`src/csi_timing_defines.svh`:
```
// Purpose: Offsets, field positions, reset values and rate factors of the HS timing bank.
// Assumes: Byte-wide registers reached over a plain strobe port.
// Notes: Definitions only.
`ifndef CSI_TIMING_DEFINES_SVH
`define CSI_TIMING_DEFINES_SVH

// ----------------------------------------------------------------
// Register offsets
// ----------------------------------------------------------------
`define CSI_HS_PREPARE_OFFSET 8'h44
`define CSI_HS_ZERO_OFFSET 8'h45
`define CSI_HS_TRAIL_OFFSET 8'h46
`define CSI_HS_EXIT_OFFSET 8'h47
`define CSI_LP_PERIOD_OFFSET 8'h48

// ----------------------------------------------------------------
// Field layout
// ----------------------------------------------------------------
`define CSI_OVERRIDE_BIT 7
`define CSI_VALUE_W 7

// ----------------------------------------------------------------
// Reset values of the value fields, derived for 800 Mbps
// ----------------------------------------------------------------
`define CSI_HS_PREPARE_RESET 7'h06
`define CSI_HS_ZERO_RESET 7'h0c
`define CSI_HS_TRAIL_RESET 7'h08
`define CSI_HS_EXIT_RESET 7'h0b
`define CSI_LP_PERIOD_RESET 7'h06

// ----------------------------------------------------------------
// Rate factors in eighths of the 800 Mbps count
// ----------------------------------------------------------------
`define CSI_FACTOR_400 5'h04
`define CSI_FACTOR_800 5'h08
`define CSI_FACTOR_1200 5'h0c
`define CSI_FACTOR_1500 5'h0f
`define CSI_FACTOR_1600 5'h10

`endif

```
`src/csi_timing_pkg.sv`:
```
// Purpose: Types shared by the HS timing register bank.
// Assumes: Nothing beyond the defines header.
// Notes: Holds types only.
package csi_timing_pkg;

  // ----------------------------------------------------------------
  // Lane rate selection
  // ----------------------------------------------------------------
  typedef enum logic [2:0]
  {
    RATE_400 = 3'h0,
    RATE_800 = 3'h1,
    RATE_1200 = 3'h3,
    RATE_1500 = 3'h2,
    RATE_1600 = 3'h6
  } csi_rate_t;

  // ----------------------------------------------------------------
  // Register port request
  // ----------------------------------------------------------------
  typedef struct packed
  {
    logic wr;
    logic rd;
    logic [7:0] addr;
    logic [7:0] wdata;
  } bus_req_t;

  // ----------------------------------------------------------------
  // Timing handed to the output port
  // ----------------------------------------------------------------
  typedef struct packed
  {
    logic hs_prepare_override_en;
    logic [6:0] hs_prepare_value;
    logic hs_zero_override_en;
    logic [6:0] hs_zero_value;
    logic hs_trail_override_en;
    logic [6:0] hs_trail_value;
    logic hs_exit_override_en;
    logic [6:0] hs_exit_value;
    logic lp_period_override_en;
    logic [6:0] lp_period_value;
  } timing_set_t;

endpackage

```
`src/csi_hs_timing_regs.sv`:
```
// Purpose: HS timing override register bank for the CSI-2 output port.
// Assumes: Register port strobes are one cycle, never both at once.
// Notes: Read data stand only in the cycle after the read strobe.
//
// Added by the designer: the plain strobed port.
`timescale 1ns/10ps
`default_nettype none
`include "csi_timing_defines.svh"
module csi_hs_timing_regs
#(
  parameter int VALUE_W = `CSI_VALUE_W
)
(
  // Clock, reset, enable
  input wire logic mclk_in,
  input wire logic rst_in,
  input wire logic ce_in,
  // Register port
  input wire csi_timing_pkg::bus_req_t bus_in,
  output logic [7:0] rdata_out,
  // Lane rate in use
  input wire csi_timing_pkg::csi_rate_t rate_sel_in,
  // Timing to the output port
  output csi_timing_pkg::timing_set_t timing_out
);

  // ----------------------------------------------------------------
  // Elaboration checks
  // ----------------------------------------------------------------
  if (VALUE_W != 7)
  begin : g_width_check
    $error("Value field must be seven bits below the override bit.");
  end

  // ----------------------------------------------------------------
  // Derived timing
  // ----------------------------------------------------------------
  logic [4:0][6:0] auto_value;

  timing_auto_derive u_derive
  (
    .mclk_in(mclk_in),
    .rst_in(rst_in),
    .ce_in(ce_in),
    .rate_sel_in(rate_sel_in),
    .auto_value_out(auto_value)
  );

  // ----------------------------------------------------------------
  // Timing registers
  // ----------------------------------------------------------------
  logic [7:0] rb_prepare;
  logic [7:0] rb_zero;
  logic [7:0] rb_trail;
  logic [7:0] rb_exit;
  logic [7:0] rb_lp;

  // HS-prepare.
  timing_field_reg #(.ADDR(`CSI_HS_PREPARE_OFFSET), .RESET_VALUE(`CSI_HS_PREPARE_RESET)) u_prepare
  (
    .mclk_in(mclk_in), .rst_in(rst_in), .ce_in(ce_in), .bus_in(bus_in),
    .auto_value_in(auto_value[0]),
    .override_en_out(timing_out.hs_prepare_override_en),
    .value_out(timing_out.hs_prepare_value),
    .readback_out(rb_prepare)
  );

  // HS-zero.
  timing_field_reg #(.ADDR(`CSI_HS_ZERO_OFFSET), .RESET_VALUE(`CSI_HS_ZERO_RESET)) u_zero
  (
    .mclk_in(mclk_in), .rst_in(rst_in), .ce_in(ce_in), .bus_in(bus_in),
    .auto_value_in(auto_value[1]),
    .override_en_out(timing_out.hs_zero_override_en),
    .value_out(timing_out.hs_zero_value),
    .readback_out(rb_zero)
  );

  // HS-trail.
  timing_field_reg #(.ADDR(`CSI_HS_TRAIL_OFFSET), .RESET_VALUE(`CSI_HS_TRAIL_RESET)) u_trail
  (
    .mclk_in(mclk_in), .rst_in(rst_in), .ce_in(ce_in), .bus_in(bus_in),
    .auto_value_in(auto_value[2]),
    .override_en_out(timing_out.hs_trail_override_en),
    .value_out(timing_out.hs_trail_value),
    .readback_out(rb_trail)
  );

  // HS-exit.
  timing_field_reg #(.ADDR(`CSI_HS_EXIT_OFFSET), .RESET_VALUE(`CSI_HS_EXIT_RESET)) u_exit
  (
    .mclk_in(mclk_in), .rst_in(rst_in), .ce_in(ce_in), .bus_in(bus_in),
    .auto_value_in(auto_value[3]),
    .override_en_out(timing_out.hs_exit_override_en),
    .value_out(timing_out.hs_exit_value),
    .readback_out(rb_exit)
  );

  // LPX period.
  timing_field_reg #(.ADDR(`CSI_LP_PERIOD_OFFSET), .RESET_VALUE(`CSI_LP_PERIOD_RESET)) u_lp
  (
    .mclk_in(mclk_in), .rst_in(rst_in), .ce_in(ce_in), .bus_in(bus_in),
    .auto_value_in(auto_value[4]),
    .override_en_out(timing_out.lp_period_override_en),
    .value_out(timing_out.lp_period_value),
    .readback_out(rb_lp)
  );

  // ----------------------------------------------------------------
  // Read path
  // ----------------------------------------------------------------
  wire logic sel_prepare = bus_in.addr == `CSI_HS_PREPARE_OFFSET;
  wire logic sel_zero = bus_in.addr == `CSI_HS_ZERO_OFFSET;
  wire logic sel_trail = bus_in.addr == `CSI_HS_TRAIL_OFFSET;
  wire logic sel_exit = bus_in.addr == `CSI_HS_EXIT_OFFSET;
  wire logic sel_lp = bus_in.addr == `CSI_LP_PERIOD_OFFSET;

  // Unmapped addresses read as zero.
  wire logic [7:0] read_mux = sel_prepare ? rb_prepare :
                              sel_zero ? rb_zero :
                              sel_trail ? rb_trail :
                              sel_exit ? rb_exit :
                              sel_lp ? rb_lp : 8'h00;

  logic [7:0] next_rdata;
  assign next_rdata = bus_in.rd ? read_mux : 8'h00;

  always_ff @(posedge mclk_in or posedge rst_in)
  begin
    if (rst_in)
      rdata_out <= 8'h00;
    else if (ce_in)
      rdata_out <= next_rdata;
  end

  // Set from reset until the first enabled edge.
  logic fresh;
  always_ff @(posedge mclk_in or posedge rst_in)
  begin
    if (rst_in)
      fresh <= 1'b1;
    else if (ce_in)
      fresh <= 1'b0;
  end
endmodule
`default_nettype wire

```
`src/timing_auto_derive.sv`:
```
// Purpose: Derives the five HS timing counts for the selected lane rate.
// Assumes: Counts scale with the bit rate from their 800 Mbps figures.
// Notes: Rounds up, saturates at 7 bits; output is registered.
`timescale 1ns/10ps
`default_nettype none
`include "csi_timing_defines.svh"
module timing_auto_derive
#(
  parameter logic [4:0][6:0] BASE_VALUES = {`CSI_LP_PERIOD_RESET, `CSI_HS_EXIT_RESET,
    `CSI_HS_TRAIL_RESET, `CSI_HS_ZERO_RESET, `CSI_HS_PREPARE_RESET}
)
(
  // Clock, reset, enable
  input wire logic mclk_in,
  input wire logic rst_in,
  input wire logic ce_in,
  // Rate selection
  input wire csi_timing_pkg::csi_rate_t rate_sel_in,
  // Derived counts, index 0 prepare to 4 LPX
  output logic [4:0][6:0] auto_value_out
);

  function automatic logic [6:0] scale(input logic [6:0] base, input logic [4:0] factor);
    logic [12:0] product;
    logic [9:0] quotient;
    product = ({6'h00, base} * {8'h00, factor}) + 13'h0007;
    quotient = product[12:3];
    scale = (quotient > 10'h07f) ? 7'h7f : quotient[6:0];
  endfunction

  logic [4:0] factor;
  logic [4:0][6:0] next_auto_value;

  always_comb
  begin
    unique case (rate_sel_in)
      csi_timing_pkg::RATE_400: factor = `CSI_FACTOR_400;
      csi_timing_pkg::RATE_800: factor = `CSI_FACTOR_800;
      csi_timing_pkg::RATE_1200: factor = `CSI_FACTOR_1200;
      csi_timing_pkg::RATE_1500: factor = `CSI_FACTOR_1500;
      csi_timing_pkg::RATE_1600: factor = `CSI_FACTOR_1600;
      default: factor = `CSI_FACTOR_800;
    endcase
    for (int i = 0; i < 5; i++)
      next_auto_value[i] = scale(BASE_VALUES[i], factor);
  end

  always_ff @(posedge mclk_in or posedge rst_in)
  begin
    if (rst_in)
      auto_value_out <= BASE_VALUES;
    else if (ce_in)
      auto_value_out <= next_auto_value;
  end

endmodule
`default_nettype wire

```
`src/timing_field_reg.sv`:
```
// Purpose: One override-capable timing register.
// Assumes: Inputs synchronous to mclk_in.
// Notes: A write with bit 7 set loads the value field; the new value shows from the next cycle.
`timescale 1ns/10ps
`default_nettype none
`include "csi_timing_defines.svh"
module timing_field_reg
#(
  parameter logic [7:0] ADDR = `CSI_HS_PREPARE_OFFSET,
  parameter logic [6:0] RESET_VALUE = `CSI_HS_PREPARE_RESET
)
(
  // Clock, reset, enable
  input wire logic mclk_in,
  input wire logic rst_in,
  input wire logic ce_in,
  // Register port and derived value
  input wire csi_timing_pkg::bus_req_t bus_in,
  input wire logic [6:0] auto_value_in,
  // Effective timing and readback
  output logic override_en_out,
  output logic [6:0] value_out,
  output logic [7:0] readback_out
);

  logic override_en;
  logic [6:0] manual_value;
  wire logic hit = bus_in.wr && (bus_in.addr == ADDR);
  wire logic set_override = bus_in.wdata[`CSI_OVERRIDE_BIT];

  always_ff @(posedge mclk_in or posedge rst_in)
  begin
    if (rst_in)
    begin
      override_en <= 1'b0;
      manual_value <= RESET_VALUE;
    end
    else if (ce_in && hit)
    begin
      override_en <= set_override;
      // Value bits only take a write while override is being set.
      if (set_override)
        manual_value <= bus_in.wdata[6:0];
    end
  end

  // Derived value is shown and used until override is set.
  assign override_en_out = override_en;
  assign value_out = override_en ? manual_value : auto_value_in;
  assign readback_out = {override_en, value_out};

endmodule
`default_nettype wire
```
`config.mk`:
```
export PLATFORM = sky130hd
export DESIGN_NAME = csi_hs_timing_regs
export DESIGN_NICKNAME = d
export VERILOG_FILES = /design/src/csi_timing_pkg.sv /design/src/csi_hs_timing_regs.sv /design/src/timing_auto_derive.sv /design/src/timing_field_reg.sv
export VERILOG_INCLUDE_DIRS = /design/src
export SDC_FILE = /design/constraint.sdc
export NUM_CORES = 1
export LEC_CHECK = 0
export BUFFER_PORTS_ARGS = -buffer_cell sky130_fd_sc_hd__buf_2
export CAP_MARGIN = 20
export CORE_ASPECT_RATIO = 0.6
export CORE_MARGIN = 1.5
export CORE_UTILIZATION = 55
export DETAILED_ROUTE_END_ITERATION = 8
export HOLD_SLACK_MARGIN = 0.12
export PLACE_DENSITY = 0.84
export REMOVE_ABC_BUFFERS = 1
export SYNTH_ARGS = -nofsm -noshare
export SYNTH_HDL_FRONTEND = slang
export SYNTH_HIERARCHICAL = 1
export SYNTH_SLANG_ARGS = --single-unit
```
`constraint.sdc`:
```
create_clock -name mclk_in -period 2.66 [get_ports mclk_in]
set_input_delay 0.266 -clock mclk_in [delete_from_list [all_inputs] [get_ports mclk_in]]
set_output_delay 0.266 -clock mclk_in [all_outputs]
set_load 0.01 [all_outputs]
```
==> impl_metrics.yaml <==
run_status:
  status: "complete, but fails checks"
  violations: "negative setup slack"
critical_path:
  cp_max_fo: 4
  start_kind: "input pin"
  cp-end-kind: "flip-flop"
  required_ns: 2.88
  reg2reg_slack_ns: 0.75
  cp_data_arrival_time_ns: 2.88
  critical_path_class: "input pin to flip-flop"
timing:
  slew_headroom_pct: 40.7
  setup_tns_ns: -0.00130
  fin_worst_skew_ns: 0.00387
  layout_min_cycle_time_ns: 2.66
  finalMaxSlewViolations: 0
  setup_viol: 1
  fin_crit_sh_pct: 100
  worst_slack_ns: -0.00130
  hold_violations: 0
  fmaxAchievable_mhz: 376
  worst_pin_slew_ns: 0.889
synth:
  synth_fa_ha_area_share_pct: 4.04
  synth.distinct_cells: 53
  syn_inst: 432
  synth_seq_area_share_pct: 37.7
  synth-edff-count: 0
  synth_compound_area_share_pct: 12.0
  yosys_warnings: 6
  muxShareOfSynthArea_pct: 19.4
  synth_top_family_by_area: "multiplexers"
  syn_area_um2: 4710
  synth_largest_area_cell: "dfrtp_1"
  ys_top_cells_by_area: "dfrtp_1 28%, mux2_2 19%, dfstp_2 10%"
  synth_top_area_share_pct: 27.6
  yosysMostFrequentCell: "mux2_2"
  ys.flop_type: "dfrtp_1"
  synthXorXnorAreaFrac_pct: 1.30
  async_reset_ff_share_pct: 100
  synth_common_cells: "81 x mux2_2, 53 x buf_4, 52 x dfrtp_1"
  synth_area_per_cell_um2: 10.9
  synth-seq-cells: 70
  yosys.area_share.simple_pct: 12.9
clock_tree:
  cts_sinks: 70
  cts_tree: "yes"
  clock_latency_ns: 0.34
  clk_path_buf_depth: 2
  clockRootBuffer: "clkbuf_16"
  path_clk_slew_ns: 0.05
  cts_buffers: 9
  htreeDepth: 3
placement:
  dp_cells: 559
  dpl.hpwl_um: 9340
  gp_congestion: 0.947
  io_buffers: 71
finish:
  ff_latch_area_um2: 1770
  multi_input_area_um2: 2440
  n_antenna_cell: 0
  layout-drive-gt1-share_pct: 49.6
  num-fill-cells: 636
  area_growth_pct: 11.2
  final_cells: 578
  final_nets: 503
floorplan:
  rows: 25
  ios: 72
  initial_utilization_pct: 58.1
  core_area_um2: 8100
  design.die.area_um2: 9150
  die_h_um: 74.7
  die_w_um: 122
global_routing:
  grt_pass1_vias: 3253
  grt_pass1_wl_um: 18600
  grt_util_all_layers_pct: 28.4
  grt-ovfl-total: 0
  antenna_found_initial: 0
  grt_start_max_net_pins: 34
detailed_routing:
  wl_per_cell_um: 22.1
  drc_errors: 0
  vias: 3495
  dr.pass1.iters: 5
  viasPerCell: 6.05
  wl_um: 12800
  drt_iter0_markers: 306
  drtAntennaViolNets: 0
power:
  peakVddDrop_mv: 0.397
  p_leak_nw: 2.59
  p_per_area_nw_per_um2: 532
job:
  drv_cap: 0
min_path:
  hold_class: "input pin to flip-flop"
critical path, stage by stage:
cell and delay, ns:
buf_4 0.13, or3b_4 0.39, inv_4 0.08, ha_4 0.20, fa_1 0.49, inv_1 0.05
ha_2 0.20, ha_1 0.27, and4bb_2 0.25, o21ai_4 0.19, nor3b_2 0.27, o31ai_2 0.08
per-stage QoR:
step	hold WS (ns)	cell area, um^2	setup slack, ns	power [mW]	utilization, %
floorplan	0.0795	4240	-0.293	1.40	-
global placement	0.297	4830	-0.294	1.56	59.7
detailed placement	0.309	4830	-0.482	1.58	59.7
CTS	0.246	5150	0.00971	2.76	63.5
global route	0.249	5240	-0.0815	2.88	64.7
finish	0.247	5240	-0.00130	2.79	64.7
routing by layer:
| layer | vias up | GRT usage, % | share of wire [%] |
|---|---|---|---|
| li1 | 1555 | - | - |
| met1 | 1746 | 42.4 | 47 |
| met2 | 172 | 40.6 | 42 |
| met3 | 22 | 7.88 | 9.0 |
| met4 | 0 | 8.27 | 1.8 |
| met5 | - | 0 | 0 |
timing repair:
item,in CTS,in global routing
endpoints found under the setup margin,4,3
cloned,0,0
pin swaps,0,7
hold buffers,1,0
resized for setup,4,18
hold endpoints to repair,38,0
buffers inserted,0,2
layout by cell type, fill, tap and decap left out, types with 2 or more instances in the layout:
master | synthesis | layout
and4bb_2 | 3 | 3
ha_4 | 0 | 2
nor2b_2 | 1 | 2
xnor2_1 | 6 | 5
nand3_1 | 2 | 2
o21bai_1 | 5 | 5
buf_2 | 2 | 69
clkbuf_16 | 0 | 9
nand4_4 | 5 | 5
conb_1 | 1 | 5
inv_1 | 26 | 24
nor4b_4 | 4 | 4
ha_1 | 12 | 9
clkbuf_1 | 8 | 5
a32o_1 | 8 | 8
and2_1 | 3 | 3
mux2_2 | 81 | 81
buf_4 | 53 | 18
a31oi_1 | 8 | 8
inv_2 | 1 | 2
and4b_2 | 2 | 2
dfstp_2 | 18 | 18
a21boi_0 | 8 | 7
o21ai_0 | 6 | 6
o22ai_1 | 10 | 10
nand2_1 | 26 | 26
o2bb2ai_1 | 8 | 8
nand2b_1 | 2 | 2
a21oi_2 | 0 | 2
a21oi_1 | 12 | 10
dfrtp_1 | 52 | 52
a22o_1 | 8 | 8
and4b_1 | 5 | 5
nor2_1 | 18 | 18
power by group:
| part | internal, mW | switching, mW | total (mW) | leakage (nW) |
|---|---|---|---|---|
| registers | 1.13 | 0.0478 | 1.18 | 0.872 |
| clock network | 0.753 | 0.423 | 1.18 | 0.138 |
| logic | 0.179 | 0.252 | 0.431 | 1.58 |
path summary, 6_finish.rpt:
kind / end / startpoint / depth (start not counted)
worst max-delay path: u_derive/auto_value_out[25] / rate_sel_in[2] / 12
worst min-delay path: u_derive/auto_value_out[9] / rate_sel_in[1] / 3
worst max register to register: rdata_out[3] / u_prepare/override_en_out / 5
worst min register to register: rdata_out[0] / rdata_out[0] / 1
max in group asynchronous: u_derive/auto_value_out[8] / rst_in / 3
min in group asynchronous: rdata_out[3] / rst_in / 3
sequential cells by signal (all words and copies together) (netlist names):
signal	count
rdata_out	8
u_derive/auto_value_out	22
u_exit/manual_value	7
u_exit/override_en_out	1
u_lp/manual_value	7
u_lp/override_en_out	1
u_prepare/manual_value	7
u_prepare/override_en_out	1
u_trail/manual_value	7
u_trail/override_en_out	1
u_zero/manual_value	7
u_zero/override_en_out	1
area by class of cell:
class / instances / share of cell area (%)
clock buffers: 15 / 4.92
clock inverters: 1 / 0.573
inverters: 28 / 2.05
multi-input cells: 268 / 46.7
flip-flops and latches: 70 / 33.9
well taps: 108 / 2.58
repair buffers: 88 / 9.36
kinds of logic (layout without fill, tap and decap cells):
kind of cell,count (synthesis),after routing
buf+inv,98,132
simple gates,82,82
mux,81,81
compound gates,79,79
flops,70,70
fa+ha+maj,14,14
xor+xnor,7,7
other cells,1,5
Power figures use the tool's default switching activity.
